`config.mk`:
```
export PLATFORM = sky130hd
export DESIGN_NAME = hdr_rate_framer
export DESIGN_NICKNAME = d
export VERILOG_FILES = /design/src/rtl/hdr_rate_pkg.sv /design/src/rtl/hdr_rate_framer.sv
export SDC_FILE = /design/constraint.sdc
export NUM_CORES = 1
export LEC_CHECK = 0
export ABC_AREA = 1
export BUFFER_PORTS_ARGS = -buffer_cell sky130_fd_sc_hd__buf_2
export CORE_MARGIN = 2
export CORE_UTILIZATION = 52
export CTS_BUF_LIST = sky130_fd_sc_hd__clkbuf_4 sky130_fd_sc_hd__clkbuf_8
export DETAILED_ROUTE_END_ITERATION = 12
export HOLD_SLACK_MARGIN = 0.15
export PLACE_DENSITY = 0.67
export RECOVER_POWER = 100
export SLEW_MARGIN = 15
export SYNTH_ARGS = -nofsm -noshare
export SYNTH_HDL_FRONTEND = slang
export SYNTH_SLANG_ARGS = --single-unit
```
`constraint.sdc`:
```
create_clock -name clk_sys -period 2.8 [get_ports clk_sys]
set_clock_uncertainty 0.05 [all_clocks]
set_input_delay 0.42 -clock clk_sys [delete_from_list [all_inputs] [get_ports clk_sys]]
set_output_delay 0.42 -clock clk_sys [all_outputs]
set_load 0.05 [all_outputs]
```
`src/rtl/hdr_rate_pkg.sv`:
```
// constants, types and register map of the high data rate framer
package hdr_rate_pkg;
  localparam int CLK_MHZ = 25;
  // register byte offsets
  localparam logic [7:0] REG_CTRL   = 8'h00;
  localparam logic [7:0] REG_STATUS = 8'h04;
  localparam logic [7:0] REG_FBCMD  = 8'h08;
  localparam logic [7:0] REG_FBDATA = 8'h0c;
  localparam logic [7:0] REG_TXCTRL = 8'h10;
  // register field positions
  localparam int CTRL_RATE_LSB  = 0;
  localparam int CTRL_SCRAM_BIT = 5;
  localparam int CTRL_THR_LSB   = 8;
  localparam int CTRL_AACK_BIT  = 16;
  localparam int CTRL_SACK_BIT  = 17;
  localparam int CTRL_CCA_LSB   = 18;
  localparam int TXCTRL_GO_BIT  = 8;
  localparam int FBDATA_VLD_BIT = 8;
  // values after reset and fixed field codes
  localparam logic [1:0] RATE_RESET  = 2'h0;
  localparam logic       SCRAM_RESET = 1'b1;
  localparam logic [1:0] CCA_ENERGY  = 2'h1;
  localparam logic [1:0] CCA_RESET   = 2'h1;
  localparam logic [1:0] RATE_2000   = 2'h3;
  localparam logic [2:0] FB_READ_CMD = 3'h1;
  // frame content
  localparam int         SHR_OCTETS = 5;
  localparam logic [7:0] PREAMBLE   = 8'h00;
  localparam logic [7:0] SFD_BYTE   = 8'ha7;
  localparam logic [6:0] ACK_LEN    = 7'h05;
  localparam logic [7:0] ACK_FC0    = 8'h02;
  localparam logic [7:0] LQI_FILL   = 8'hff;
  // times and derived cycle counts
  localparam int OCTET_STD_US = 32;
  localparam int ED_STD_US    = 128;
  localparam int ED_HDR_US    = 32;
  localparam int ACK_STD_US   = 192;
  localparam int ACK_SHORT_US = 32;
  localparam int OCTET_STD_CYC = OCTET_STD_US * CLK_MHZ;
  localparam int ED_STD_CYC    = ED_STD_US * CLK_MHZ;
  localparam int ED_HDR_CYC    = ED_HDR_US * CLK_MHZ;
  localparam int ACK_STD_CYC   = ACK_STD_US * CLK_MHZ;
  localparam int ACK_SHORT_CYC = ACK_SHORT_US * CLK_MHZ;
  localparam int TMR_W = 13;

  typedef struct packed {
    logic       hdrDet;
    logic [6:0] frameLen;
    logic [3:0] rssi;
    logic       octValid;
    logic [7:0] octData;
    logic       frameEnd;
    logic       crcOk;
    logic       payloadWeak;
    logic       ackReq;
    logic [7:0] seqNum;
    logic [7:0] edLevel;
  } rx_in_t;

  typedef struct packed {
    logic       octStrobe;
    logic [7:0] octData;
    logic       payloadPhase;
    logic       isAck;
  } tx_out_t;

  typedef struct packed {
    logic [1:0] rate;
    logic       scramble;
    logic [1:0] ccaMode;
    logic       edWindow;
  } phy_cfg_t;
endpackage

```
`src/rtl/hdr_rate_framer.sv`:
```
// high data rate framer: registers, tx sequencer, rx store, buffer read and fifo
`timescale 1ns/10ps
module byte_fifo #(
  parameter int W = 8,
  parameter int D = 4
) (
  // clock and reset
  input  wire logic         clk_sys,
  input  wire logic         resetn,
  // fill side
  input  wire logic         inValid,
  input  wire logic [W-1:0] inData,
  output logic              inReady,
  // drain side
  output logic              outValid,
  output logic [W-1:0]      outData,
  input  wire logic         outReady
);
  localparam int AW = $clog2(D);
  logic [W-1:0] mem [D];
  logic [AW:0]  wrPtr_r;
  logic [AW:0]  rdPtr_r;
  wire          full  = (wrPtr_r[AW] != rdPtr_r[AW]) && (wrPtr_r[AW-1:0] == rdPtr_r[AW-1:0]);
  wire          empty = wrPtr_r == rdPtr_r;
  wire          push  = inValid && !full;
  wire          pop   = outReady && !empty;

  generate
    if (D < 2 || (1 << AW) != D)
    begin : g_chk
      $error("fifo depth must be a power of two, at least 2");
    end
  endgenerate

  assign inReady  = !full;
  assign outValid = !empty;
  assign outData  = mem[rdPtr_r[AW-1:0]];

  always_ff @(posedge clk_sys)
  begin
    if (push)
    begin
      mem[wrPtr_r[AW-1:0]] <= inData;
    end
  end

  always_ff @(posedge clk_sys)
  begin
    if (!resetn)
    begin
      wrPtr_r <= '0;
      rdPtr_r <= '0;
    end
    else
    begin
      wrPtr_r <= wrPtr_r + (AW+1)'(push);
      rdPtr_r <= rdPtr_r + (AW+1)'(pop);
    end
  end
endmodule

`timescale 1ns/10ps
module hdr_rate_framer #(
  parameter int ACK_STD_CYC = hdr_rate_pkg::ACK_STD_CYC,
  parameter int FIFO_DEPTH  = 4
) (
  // clock and reset
  input  wire logic                 clk_sys,
  input  wire logic                 resetn,
  // wishbone slave
  input  wire logic                 cyc_i,
  input  wire logic                 stb_i,
  input  wire logic                 we_i,
  input  wire logic [7:0]           adr_i,
  input  wire logic [31:0]          dat_i,
  input  wire logic [3:0]           sel_i,
  output logic [31:0]               dat_o,
  output logic                      ack_o,
  // receiver events
  input  wire hdr_rate_pkg::rx_in_t rxIn,
  // transmit payload byte from host side buffer
  input  wire logic [7:0]           txPayloadData,
  output hdr_rate_pkg::tx_out_t     txOut,
  // modem configuration
  output hdr_rate_pkg::phy_cfg_t    phyCfg
);
  typedef enum logic [1:0] {TX_IDLE, TX_SHR, TX_PHR, TX_PAY} tx_state_t;
  typedef enum logic [2:0] {RD_IDLE, RD_STAT, RD_PHR, RD_PAY, RD_LQI, RD_ED, RD_RXS} rd_state_t;

  generate
    if (ACK_STD_CYC < 1 || ACK_STD_CYC >= (1 << hdr_rate_pkg::TMR_W))
    begin : g_chk
      $error("ack time does not fit the timer");
    end
  endgenerate

  // control and status state
  logic [1:0]  rate_r;
  logic        scramEn_r;
  logic [3:0]  thr_r;
  logic        autoAck_r;
  logic        shortAck_r;
  logic [1:0]  ccaMode_r;
  logic [7:0]  rejectCnt_r;
  logic [7:0]  edVal_r;
  logic        frameValid_r;
  logic        rxActive_r;
  logic [7:0]  rxStatus_r;
  logic [6:0]  rxLen_r;
  logic [6:0]  wrIdx_r;
  logic [7:0]  fb [128];
  logic [12:0] edTmr_r;
  logic        edOn_r;
  logic        ackPend_r;
  logic [12:0] ackTmr_r;
  logic [7:0]  ackSeq_r;
  logic [31:0] dat_r;
  logic        ack_r;

  // wishbone decode
  wire         wbReq    = cyc_i && stb_i && !ack_r;
  wire         wbWr     = cyc_i && stb_i && we_i && ack_r;
  wire         wbRd     = wbReq && !we_i;
  wire         selCtrl  = adr_i == hdr_rate_pkg::REG_CTRL;
  wire         selStat  = adr_i == hdr_rate_pkg::REG_STATUS;
  wire         selCmd   = adr_i == hdr_rate_pkg::REG_FBCMD;
  wire         selData  = adr_i == hdr_rate_pkg::REG_FBDATA;
  wire         selTx    = adr_i == hdr_rate_pkg::REG_TXCTRL;
  wire         wrCtrl0  = wbWr && selCtrl && sel_i[0];
  wire         wrCtrl1  = wbWr && selCtrl && sel_i[1];
  wire         wrCtrl2  = wbWr && selCtrl && sel_i[2];
  wire [2:0]   rateWr   = dat_i[hdr_rate_pkg::CTRL_RATE_LSB +: 3];
  wire         rateOk   = rateWr[2] == 1'b0;
  wire         highRate = rate_r != hdr_rate_pkg::RATE_RESET;

  // fifo link
  logic        fifoInReady;
  logic        fifoOutValid;
  logic [7:0]  fifoOutData;
  wire         popData = wbRd && selData;

  // tx sequencer state
  tx_state_t   txState_r;
  logic [2:0]  shrCnt_r;
  logic [6:0]  txLen_r;
  logic [6:0]  txIdx_r;
  logic        txAck_r;
  logic [12:0] octTmr_r;
  wire         txBusy   = txState_r != TX_IDLE;
  wire         hostGo   = wbWr && selTx && &sel_i[1:0] && dat_i[hdr_rate_pkg::TXCTRL_GO_BIT];
  wire         ackFire  = ackPend_r && ackTmr_r == 13'h0001 && !txBusy;
  wire         octDue   = octTmr_r == 13'h0000;

  // octet period: headers at the standard rate, payload at the chosen one
  wire [12:0]  stdOct   = 13'(hdr_rate_pkg::OCTET_STD_CYC);
  wire [12:0]  payOct   = stdOct >> rate_r;
  wire         nextPay  = txState_r == TX_PHR || (txState_r == TX_PAY && txIdx_r != txLen_r);
  wire [12:0]  octLoad  = (nextPay ? payOct : stdOct) - 13'h0001;

  function automatic logic [7:0] ackByte(input logic [6:0] idx, input logic [7:0] seq);
    logic [7:0] b;
    b = 8'h00;
    if (idx == 7'h00)
    begin
      b = hdr_rate_pkg::ACK_FC0;
    end
    else if (idx == 7'h02)
    begin
      b = seq;
    end
    return b;
  endfunction

  wire [7:0]   payByte  = txAck_r ? ackByte(txIdx_r, ackSeq_r) : txPayloadData;
  wire [7:0]   shrByte  = shrCnt_r == 3'(hdr_rate_pkg::SHR_OCTETS - 1) ? hdr_rate_pkg::SFD_BYTE
                                                                        : hdr_rate_pkg::PREAMBLE;
  // header holds the length only, no rate indication
  wire [7:0]   phrByte  = {1'b0, txLen_r};

  always_ff @(posedge clk_sys)
  begin
    if (!resetn)
    begin
      txState_r <= TX_IDLE;
      shrCnt_r  <= '0;
      txLen_r   <= '0;
      txIdx_r   <= '0;
      txAck_r   <= 1'b0;
      octTmr_r  <= '0;
      txOut     <= '0;
    end
    else
    begin
      txOut.octStrobe <= 1'b0;
      if (txState_r == TX_IDLE)
      begin
        if (ackFire || hostGo)
        begin
          txState_r <= TX_SHR;
          shrCnt_r  <= '0;
          txIdx_r   <= '0;
          octTmr_r  <= '0;
          txAck_r   <= ackFire;
          txLen_r   <= ackFire ? hdr_rate_pkg::ACK_LEN : dat_i[6:0];
        end
      end
      else if (!octDue)
      begin
        octTmr_r <= octTmr_r - 13'h0001;
      end
      else
      begin
        octTmr_r           <= octLoad;
        txOut.octStrobe    <= txState_r != TX_PAY || txIdx_r != txLen_r;
        txOut.isAck        <= txAck_r;
        txOut.payloadPhase <= txState_r == TX_PAY;
        case (txState_r)
          TX_SHR:
          begin
            txOut.octData <= shrByte;
            shrCnt_r      <= shrCnt_r + 3'h1;
            if (shrCnt_r == 3'(hdr_rate_pkg::SHR_OCTETS - 1))
            begin
              txState_r <= TX_PHR;
            end
          end
          TX_PHR:
          begin
            txOut.octData <= phrByte;
            txState_r     <= TX_PAY;
          end
          default:
          begin
            txOut.octData <= payByte;
            txIdx_r       <= txIdx_r + 7'h01;
            if (txIdx_r == txLen_r)
            begin
              txState_r <= TX_IDLE;
            end
          end
        endcase
      end
    end
  end

  // rx acceptance
  wire         belowThr  = thr_r != 4'h0 && rxIn.rssi < thr_r;
  wire         takeHdr   = rxIn.hdrDet && !belowThr;
  wire         weakDrop  = thr_r == 4'h0 && highRate && rxIn.payloadWeak;
  wire         rxDone    = rxActive_r && rxIn.frameEnd;
  wire         rxKeep    = rxDone && !weakDrop;
  wire         rejectEv  = (rxIn.hdrDet && belowThr) || (rxDone && weakDrop);
  wire [12:0]  edLoad    = highRate ? 13'(hdr_rate_pkg::ED_HDR_CYC)
                                    : 13'(hdr_rate_pkg::ED_STD_CYC);
  wire [12:0]  ackLoad   = shortAck_r ? 13'(hdr_rate_pkg::ACK_SHORT_CYC)
                                      : 13'(ACK_STD_CYC);

  always_ff @(posedge clk_sys)
  begin
    if (rxActive_r && rxIn.octValid)
    begin
      fb[wrIdx_r] <= rxIn.octData;
    end
  end

  always_ff @(posedge clk_sys)
  begin
    if (!resetn)
    begin
      rxActive_r   <= 1'b0;
      frameValid_r <= 1'b0;
      rxLen_r      <= '0;
      wrIdx_r      <= '0;
      rxStatus_r   <= '0;
      rejectCnt_r  <= '0;
      edTmr_r      <= '0;
      edOn_r       <= 1'b0;
      edVal_r      <= '0;
      ackPend_r    <= 1'b0;
      ackTmr_r     <= '0;
      ackSeq_r     <= '0;
    end
    else
    begin
      if (takeHdr)
      begin
        rxActive_r <= 1'b1;
        rxLen_r    <= rxIn.frameLen;
        wrIdx_r    <= '0;
        edOn_r     <= 1'b1;
        edTmr_r    <= edLoad;
      end
      else if (rxActive_r && rxIn.octValid)
      begin
        wrIdx_r <= wrIdx_r + 7'h01;
      end
      if (rxDone)
      begin
        rxActive_r <= 1'b0;
      end
      if (rejectEv)
      begin
        rejectCnt_r <= rejectCnt_r + 8'h01;
      end
      if (rxKeep)
      begin
        frameValid_r <= 1'b1;
        rxStatus_r   <= {rxIn.crcOk, 7'h00};
      end
      if (edOn_r && !takeHdr)
      begin
        edTmr_r <= edTmr_r - 13'h0001;
        if (edTmr_r == 13'h0001)
        begin
          edOn_r  <= 1'b0;
          edVal_r <= rxIn.edLevel;
        end
      end
      if (rxKeep && autoAck_r && rxIn.ackReq && !ackPend_r)
      begin
        ackPend_r <= 1'b1;
        ackTmr_r  <= ackLoad;
        ackSeq_r  <= rxIn.seqNum;
      end
      else if (ackFire)
      begin
        ackPend_r <= 1'b0;
      end
      else if (ackPend_r && ackTmr_r != 13'h0001)
      begin
        ackTmr_r <= ackTmr_r - 13'h0001;
      end
    end
  end

  // buffer read sequencer
  rd_state_t   rdState_r;
  logic [6:0]  rdIdx_r;
  wire         rdGo     = wbWr && selCmd && sel_i[0] && dat_i[7:5] == hdr_rate_pkg::FB_READ_CMD;
  wire [7:0]   statByte = {frameValid_r, rxActive_r, txBusy, ackPend_r, 2'b00, rate_r};
  wire [7:0]   rdByte   = rdState_r == RD_STAT ? statByte :
                          rdState_r == RD_PHR  ? {1'b0, rxLen_r} :
                          rdState_r == RD_PAY  ? fb[rdIdx_r] :
                          rdState_r == RD_LQI  ? hdr_rate_pkg::LQI_FILL :
                          rdState_r == RD_ED   ? edVal_r : rxStatus_r;
  wire         rdPush   = rdState_r != RD_IDLE && fifoInReady;
  wire         payLast  = rdIdx_r + 7'h01 >= rxLen_r;

  always_ff @(posedge clk_sys)
  begin
    if (!resetn)
    begin
      rdState_r <= RD_IDLE;
      rdIdx_r   <= '0;
    end
    else if (rdState_r == RD_IDLE)
    begin
      if (rdGo)
      begin
        rdState_r <= RD_STAT;
        rdIdx_r   <= '0;
      end
    end
    else if (rdPush)
    begin
      case (rdState_r)
        RD_STAT: rdState_r <= RD_PHR;
        RD_PHR:  rdState_r <= rxLen_r == 7'h00 ? RD_LQI : RD_PAY;
        RD_PAY:
        begin
          rdIdx_r <= rdIdx_r + 7'h01;
          if (payLast)
          begin
            rdState_r <= RD_LQI;
          end
        end
        RD_LQI:  rdState_r <= RD_ED;
        RD_ED:   rdState_r <= RD_RXS;
        default: rdState_r <= RD_IDLE;
      endcase
    end
  end

  byte_fifo #(
    .W (8),
    .D (FIFO_DEPTH)
  ) u_fifo (
    .clk_sys  (clk_sys),
    .resetn   (resetn),
    .inValid  (rdPush),
    .inData   (rdByte),
    .inReady  (fifoInReady),
    .outValid (fifoOutValid),
    .outData  (fifoOutData),
    .outReady (popData)
  );

  // register writes and read answer
  wire [31:0]  ctrlRd = {12'h000, ccaMode_r, shortAck_r, autoAck_r, 4'h0, thr_r,
                         2'b00, scramEn_r, 2'b00, 1'b0, rate_r};
  wire [31:0]  statRd = {8'h00, rejectCnt_r, edVal_r, 3'b000, edOn_r, ackPend_r, txBusy,
                         rxActive_r, frameValid_r};
  wire [31:0]  dataRd = {23'h000000, fifoOutValid, fifoOutData};
  wire [31:0]  rdMux  = selCtrl ? ctrlRd : selStat ? statRd : selData ? dataRd : 32'h00000000;

  always_ff @(posedge clk_sys)
  begin
    if (!resetn)
    begin
      rate_r     <= hdr_rate_pkg::RATE_RESET;
      scramEn_r  <= hdr_rate_pkg::SCRAM_RESET;
      thr_r      <= '0;
      autoAck_r  <= 1'b0;
      shortAck_r <= 1'b0;
      ccaMode_r  <= hdr_rate_pkg::CCA_RESET;
      ack_r      <= 1'b0;
      dat_r      <= '0;
    end
    else
    begin
      ack_r <= wbReq;
      if (wbRd)
      begin
        dat_r <= rdMux;
      end
      if (wrCtrl0 && rateOk)
      begin
        rate_r <= rateWr[1:0];
      end
      if (wrCtrl0)
      begin
        scramEn_r <= dat_i[hdr_rate_pkg::CTRL_SCRAM_BIT];
      end
      if (wrCtrl1)
      begin
        thr_r <= dat_i[hdr_rate_pkg::CTRL_THR_LSB +: 4];
      end
      if (wrCtrl2)
      begin
        autoAck_r  <= dat_i[hdr_rate_pkg::CTRL_AACK_BIT];
        shortAck_r <= dat_i[hdr_rate_pkg::CTRL_SACK_BIT];
        ccaMode_r  <= dat_i[hdr_rate_pkg::CTRL_CCA_LSB +: 2];
      end
    end
  end

  assign ack_o = ack_r;
  assign dat_o = dat_r;

  // modem configuration, rate applies to both directions
  always_ff @(posedge clk_sys)
  begin
    if (!resetn)
    begin
      phyCfg <= '0;
    end
    else
    begin
      phyCfg.rate     <= rate_r;
      phyCfg.scramble <= rate_r == hdr_rate_pkg::RATE_2000 && scramEn_r;
      phyCfg.ccaMode  <= highRate ? hdr_rate_pkg::CCA_ENERGY : ccaMode_r;
      phyCfg.edWindow <= edOn_r;
    end
  end
endmodule

```
==> reports/results.tsv, run 1 <==
stage	metric	value	unit
critical_path	reg2reg path depth	11	
floorplanning	Die W	317	um
routing	first drt pass iteration count	6	
worst_hold_path	Hold Crit Depth	6	
clocking	CTS H-Tree Depth	4	
synth	number of synthesized flops with an enable pin	1056	
critical_path	required time of the critical path	3.39	ns
timing	Setup Viol. Count Final	0	
routing	Detail Route Antenna Nets	0	
clocking	CTS clk-pin slew, worst paths	0.06	ns
timing	Final Hold Fails	0	
timing	Final Slew Violations	301	
pwr	P_int	0.0298	W
synth	commonest cells in the netlist	1056 x edfxtp_1, 783 x nor2_1, 613 x o21ai_0, 599 x nand2_1, 265 x o22ai_1	
floorplanning	Starting Density	52.6	%
critical_path	WS Path Type	register to register	
synth	most common cell in the synthesized netlist	edfxtp_1	
pwr	power density over cell area	665	mW/mm^2
synth	cells after synthesis	4584	
final_layout	nets	5144	
synth	mapped cell area	0.0510	mm^2
synth	ys async rst share	0	%
critical_path	RR Endpoint	u_fifo.mem[0][2]	
routing	Via density	5.73	
floorplanning	CORE AREA	0.0969	mm^2
placement	HPWL Detailed	78.9	mm
floorplanning	IO Count	148	
floorplanning	Die Area	0.101	mm^2
routing	drt wl/cell	20.9	um
synth	Main synth FF type	edfxtp_1	
timing	unrepaired setup endpoints after global routing	yes	
run	maxcap violations	5	
pwr	P_sw	0.00993	W
synth	Avg Cell Area, Syn	11.1	um^2
timing	final worst path period need	2.71	ns
critical_path	FF-to-FF setup slack	0.09	ns
pwr	clock share of power	38.4	%
routing	drt first-iter violations	4119	
floorplanning	Die Ht	317	um
routing	routed wire length	134	mm
final_layout	P&R area growth vs syn	17.3	%
global_route	vias in the first global route	35400	
global_route	Tot GR Track Use	26.3	%
global_route	grt ovf	0	
clocking	Clock Tree Root	clkbuf_8	
synth	count of cell types in the netlist	55	
critical_path	Setup crit start kind	register	
final_layout	Layout Utilization	61.7	%
timing	Max Fclk	370	MHz
pwr	Net Sw Frac	25.0	%
synth	Seq cells post-synth	1234	
placement	RD Place Congestion	0.893	
critical_path	CP Max Fanout	24	
synth	synth warn	0	
run_status	failing checks	max-capacitance violations, max-slew violations	
final_layout	share of cells above drive strength 1	14.9	%
clocking	CTS tree	built	
run_status	status	complete, but fails checks	
placement	IO Port Bufs	122	
final_layout	multi-input logic area	0.0137	mm^2
timing	Slew @ Worst Pin	2.19	ns
final_layout	post-route cell area	0.0598	mm^2
synth	register area share after synthesis	69.2	%
global_route	initial antenna violation count	2	
pwr	worst vdd ir	0.390	mV
critical_path	endpoint class of the critical path	register	
synth	Synth area leader	edfxtp_1	
final_layout	Register Area	0.0353	mm^2
critical_path	Setup crit end	u_fifo.mem[0][2]	
timing	worst rel slew slack	-45.8	%
critical_path	Worst EP arrival	3.29	ns
synth	top cell type's share of synthesized area	62.2	%
synth	largest cells by area after synthesis	edfxtp_1 62%, dfxtp_1 7.0%, o21ai_0 6.0%	
pwr	leak pwr	21.6	nW
pwr	Logic pwr share	10.0	%
placement	Placed Area	0.0545	mm^2
worst_hold_path	Min-Delay Path Class	input pin to register	
clocking	clock sinks	1234	
clocking	CTS max path bufs	3	
pwr	Flop pwr share	51.6	%
floorplanning	# rows	114	
routing	via count	37000	
global_route	first-pass GRT wire length	202	mm
timing	period utilization	96.6	%
clocking	clk_lat worst skew	0.86	ns
global_route	largest net degree at the start of global routing	129	
routing	DR DRC count	0	
clocking	clock buffer count from CTS	197	
final_layout	fill count	7659	
logic make-up (layout without fill, tap and decap cells):
logic type               Yosys count  count (layout)  share of synthesized area (%)
AND/OR/NAND/NOR                 1705            1705                           13.6
flip-flops                      1234            1234                           69.2
AO/OA/AOI/OAI                   1097            1097                           11.9
buffers and inverters            487            1063                           3.97
adder cells (fa/ha/maj)           37              37                          0.908
XOR/XNOR                          23              23                          0.395
other                              1               9                        0.00736
power by group through the flow:
stage | clock network [W] | logic [W] | registers [W]
after floorplan | 0 | 0.00242 | 0.0210
after global placement | 0 | 0.00370 | 0.0209
after detailed placement | 0 | 0.00375 | 0.0209
after CTS | 0.0155 | 0.00387 | 0.0205
after global routing | 0.0164 | 0.00441 | 0.0205
final | 0.0153 | 0.00398 | 0.0205
sequential cells by signal, indices dropped and copies added, names as in the netlist, 4 cells and up, named ones only:
register and flops:
ackSeq_r 8, ackTmr_r 13, dat_o 24, edTmr_r 13
edVal_r 8, fb 1024, octTmr_r 13, phyCfg 6
rdIdx_r 7, rejectCnt_r 8, rxLen_r 7, thr_r 4
txIdx_r 7, txLen_r 7, txOut 11, u_fifo.mem 32
wrIdx_r 7
cell usage in the layout (no fill, tap or decap), types with 6 or more instances in the layout:
cell | Yosys | routed
nor3_1 | 29 | 27
nand3_2 | 0 | 6
nor2_1 | 783 | 781
nand2_1 | 599 | 597
clkbuf_1 | 168 | 6
inv_1 | 193 | 191
buf_12 | 0 | 38
conb_1 | 1 | 8
clkinv_1 | 5 | 41
nand2_2 | 5 | 7
a21oi_1 | 121 | 121
o221ai_1 | 10 | 10
buf_2 | 70 | 115
o21ai_1 | 27 | 28
clkbuf_8 | 0 | 208
nor3_2 | 5 | 7
o21ai_0 | 613 | 611
inv_8 | 0 | 7
inv_2 | 11 | 12
nor2_2 | 7 | 8
edfxtp_1 | 1056 | 1056
nand3_1 | 231 | 225
xnor2_1 | 9 | 9
clkbuf_4 | 0 | 71
xor2_1 | 14 | 14
ha_1 | 37 | 37
clkinv_2 | 1 | 25
buf_6 | 2 | 6
o22ai_1 | 265 | 265
dlygate4sd3_1 | 0 | 108
dfxtp_1 | 178 | 173
nor4_1 | 6 | 6
a211oi_1 | 15 | 15
buf_4 | 23 | 203
o211ai_1 | 22 | 22
nand4_1 | 21 | 21
metal layers:
metal	track usage [%]	vias up	routed length, um
met4	9.19	2	3530
met5	0	-	18
met1	35.9	17800	55300
met2	42.7	1662	64000
li1	-	17200	-
met3	4.63	248	11500
worst min path at each step:
stage	start	endpoint
after floorplan	ackTmr_r[10]	ackTmr_r[10]
after global placement	rejectCnt_r[7]	rejectCnt_r[7]
after detailed placement	ackSeq_r[7]	ackSeq_r[7]
after CTS	adr_i[5]	txLen_r[5]
after global routing	adr_i[4]	dat_o[5]
final	adr_i[4]	dat_o[5]
critical path, cell delays in order, from the launching register on:
cell and delay [ns]:
dfxtp_4 0.48, buf_12 0.23, buf_12 0.13, buf_6 0.19
o21ai_0 0.11, o22ai_1 0.34, o21ai_1 0.15, o211ai_1 0.25
nand2_1 0.08, nand3_1 0.09, nand3_1 0.17, o211ai_1 0.21
per-stage QoR:
stage / instances / hold slack (ns) / total power [W] / TNS (ns) / setup slack, ns
after global placement: 5962 / 0.387 / 0.0246 / 0 / 0.159
after detailed placement: 5962 / 0.393 / 0.0246 / 0 / 0.0960
after CTS: 6427 / 0.166 / 0.0399 / 0 / 0.0230
final: 6444 / 0.162 / 0.0398 / 0 / 0.0939
after floorplan: 4591 / 0.373 / 0.0234 / 0 / 0.727
after global routing: 6444 / 0.157 / 0.0413 / -0.400 / -0.0466
layout make-up:
cell class	instances	area share, %
Antenna cell	1	0.00419
Clock buffer	277	5.66
Clock inverter	80	0.925
Inverter	211	1.40
Multi-Input combinational cell	2870	23.0
Sequential cell	1234	59.0
Tap cell	1276	2.67
Timing Repair Buffer	493	7.25
Timing Repair inverter	2	0.0377
timing repair:
item,in CTS,in global routing
hold buffers,108,0
gates resized for setup,0,31
setup endpoints to repair,0,46
setup buffers,0,9
hold endpoints to repair,465,0
No activity file was read; power rests on OpenSTA's default activity.
==> inputs of run 2 (changes only) <==
BUFFER_PORTS_ARGS = -buffer_cell sky130_fd_sc_hd__buf_4   (was -buffer_cell sky130_fd_sc_hd__buf_2)
==> reports/results.tsv, run 2 (same netlist as run 1, synthesis figures left out) <==
stage	metric	value	unit
run_status	status	complete, but fails checks	
run_status	failing checks	max-capacitance violations, max-slew violations, negative setup slack	
floorplanning	Starting Density	52.6	%
global_route	Tot GR Track Use	26.8	%
timing	Final Slew Violations	118	
clocking	CTS clk-pin slew, worst paths	0.06	ns
floorplanning	IO Count	148	
critical_path	endpoint class of the critical path	register	
routing	drt first-iter violations	4085	
routing	routed wire length	137	mm
final_layout	Register Area	0.0353	mm^2
final_layout	multi-input logic area	0.0137	mm^2
clocking	clk_lat worst skew	0.88	ns
timing	unrepaired setup endpoints after global routing	yes	
worst_hold_path	Min-Delay Path Class	input pin to register	
floorplanning	Die Ht	317	um
critical_path	max incr delay on CP	0.46	ns
final_layout	max reg flops	1024	
worst_hold_path	Worst Hold Launch	sel_i[1]	
final_layout	nets	5172	
critical_path	CP Max Fanout	30	
placement	IO Port Bufs	122	
final_layout	most common cell after layout, fill and taps aside	edfxtp_1	
timing	final worst path period need	2.87	ns
clocking	clock buffer count from CTS	195	
floorplanning	# rows	114	
final_layout	most frequent cells in the layout	1056 x edfxtp_1, 784 x nor2_1, 616 x o21ai_0	
timing	Min Hold Slack	0.239	ns
floorplanning	CORE AREA	0.0969	mm^2
timing	worst setup margin	-0.0678	ns
timing	Setup Viol. Count Final	4	
routing	first drt pass iteration count	8	
pwr	total power draw	0.0394	W
floorplanning	Die W	317	um
final_layout	fill count	7791	
clocking	CTS H-Tree Depth	4	
global_route	largest net degree at the start of global routing	81	
routing	Via density	5.77	
clocking	clock sinks	1234	
clocking	CTS tree	built	
worst_hold_path	Hold Path Sink	txLen_r[5]	
routing	via count	37300	
floorplanning	Die Area	0.101	mm^2
placement	HPWL Detailed	81.6	mm
pwr	power density over cell area	664	mW/mm^2
final_layout	largest register by flop count	fb	
routing	Detail Route Antenna Nets	0	
clocking	Clock Tree Root	clkbuf_8	
clocking	CTS max path bufs	3	
placement	RD Place Congestion	0.934	
final_layout	P&R area growth vs syn	16.6	%
global_route	vias in the first global route	36000	
critical_path	FF-to-FF setup slack	-0.07	ns
critical_path	Worst EP arrival	3.36	ns
critical_path	RR Endpoint	u_fifo.mem[2][4]	
critical_path	Setup crit start kind	register	
run	maxcap violations	3	
timing	worst rel slew slack	-61.1	%
pwr	leak pwr	21.0	nW
worst_hold_path	Hold Crit Depth	7	
final_layout	share of cells above drive strength 1	11.7	%
timing	Final Hold Fails	0	
global_route	initial antenna violation count	1	
routing	DR DRC count	0	
pwr	worst vdd ir	0.437	mV
critical_path	required time of the critical path	3.29	ns
timing	period utilization	102	%
timing	Slew @ Worst Pin	2.42	ns
global_route	first-pass GRT wire length	205	mm
critical_path	slowest stage cell, crit path	dfxtp_4	
critical_path	CP Cell Sequence	buf_8 > buf_4 > inv_6 > o21ai_0 > o22ai_1 > nand2_1 > nand3_1 > nand3_1 > nand2_1 > nand2_1 > nand3_1 > nand3_4 > nand4_1	
critical_path	reg2reg path depth	13	
critical_path	WS Path Type	register to register	
routing	drt wl/cell	21.2	um
global_route	grt ovf	0	
timing	Max Fclk	349	MHz
run 2: layout make-up:
class                   instances  area share [%]
repair buffers                524            7.04
repair inverters                1          0.0147
clock buffers                 272            5.58
inverters                     211            1.38
multi-input cells            2870            23.1
well taps                    1276            2.69
flip-flops and latches       1234            59.4
clock inverters                74           0.806
diodes                          1         0.00421
run 2: per-layer routing:
metal	vias to the layer above	track usage (%)	share of wire [%]
li1	17300	-	-
met1	17900	35.8	41
met2	1804	43.1	47
met3	292	5.66	9.1
met4	0	10.9	3.1
met5	-	0	0
run 2: what timing repair did:
| action | in CTS | in global routing |
|---|---|---|
| hold buffers | 117 | 0 |
| gates resized for setup | 1 | 28 |
| pin swaps | 0 | 6 |
| setup endpoints to repair | 4 | 58 |
| cloned | 2 | 5 |
| hold endpoints to repair | 477 | 0 |
| setup buffers | 3 | 5 |
run 2: worst max path at each step:
stage	start	end	slack [ns]	cells after the start
floorplan	rxIn[30]	edVal_r[5]	0.73	12
global placement	register	u_fifo.mem[1][7]	0.04	12
detailed placement	register	u_fifo.mem[2][7]	-0.01	12
CTS	register	u_fifo.mem[3][7]	0.04	14
global route	rate_r[1]	ackSeq_r[2]	-0.1	11
finish	register	u_fifo.mem[2][4]	-0.07	13
run 2: worst max-delay path, delay by kind of cell (launching register included):
| kind | cells | cell delay (ns) |
|---|---|---|
| AO/OA/AOI/OAI | 2 | 0.25 |
| flip-flops | 1 | 0.46 |
| buffers and inverters | 3 | 0.48 |
| AND/OR/NAND/NOR | 8 | 1.27 |
run 2: report_power, final:
part / leakage [nW] / internal (W) / total, W / switching, W
clock network: 2.01 / 0.00801 / 0.0150 / 0.00695
registers: 10.9 / 0.0203 / 0.0205 / 0.000194
logic: 8.07 / 0.00123 / 0.00396 / 0.00273
total: 21.0 / 0.0296 / 0.0394 / 0.00988
run 2: metrics by stage:
| stage | TNS, ns | instances | cell area (um^2) | utilization (%) | setup WS [ns] |
|---|---|---|---|---|---|
| detailed placement | -0.0442 | 5985 | 54900 | 56.7 | -0.0111 |
| global placement | 0 | 5985 | 54900 | 56.7 | 0.0396 |
| CTS | 0 | 6453 | 60000 | 61.9 | 0.0441 |
| global route | -1.26 | 6463 | 59400 | 61.4 | -0.0961 |
| finish | -0.271 | 6463 | 59400 | 61.4 | -0.0678 |
| floorplan | 0 | 4591 | 51000 | - | 0.727 |
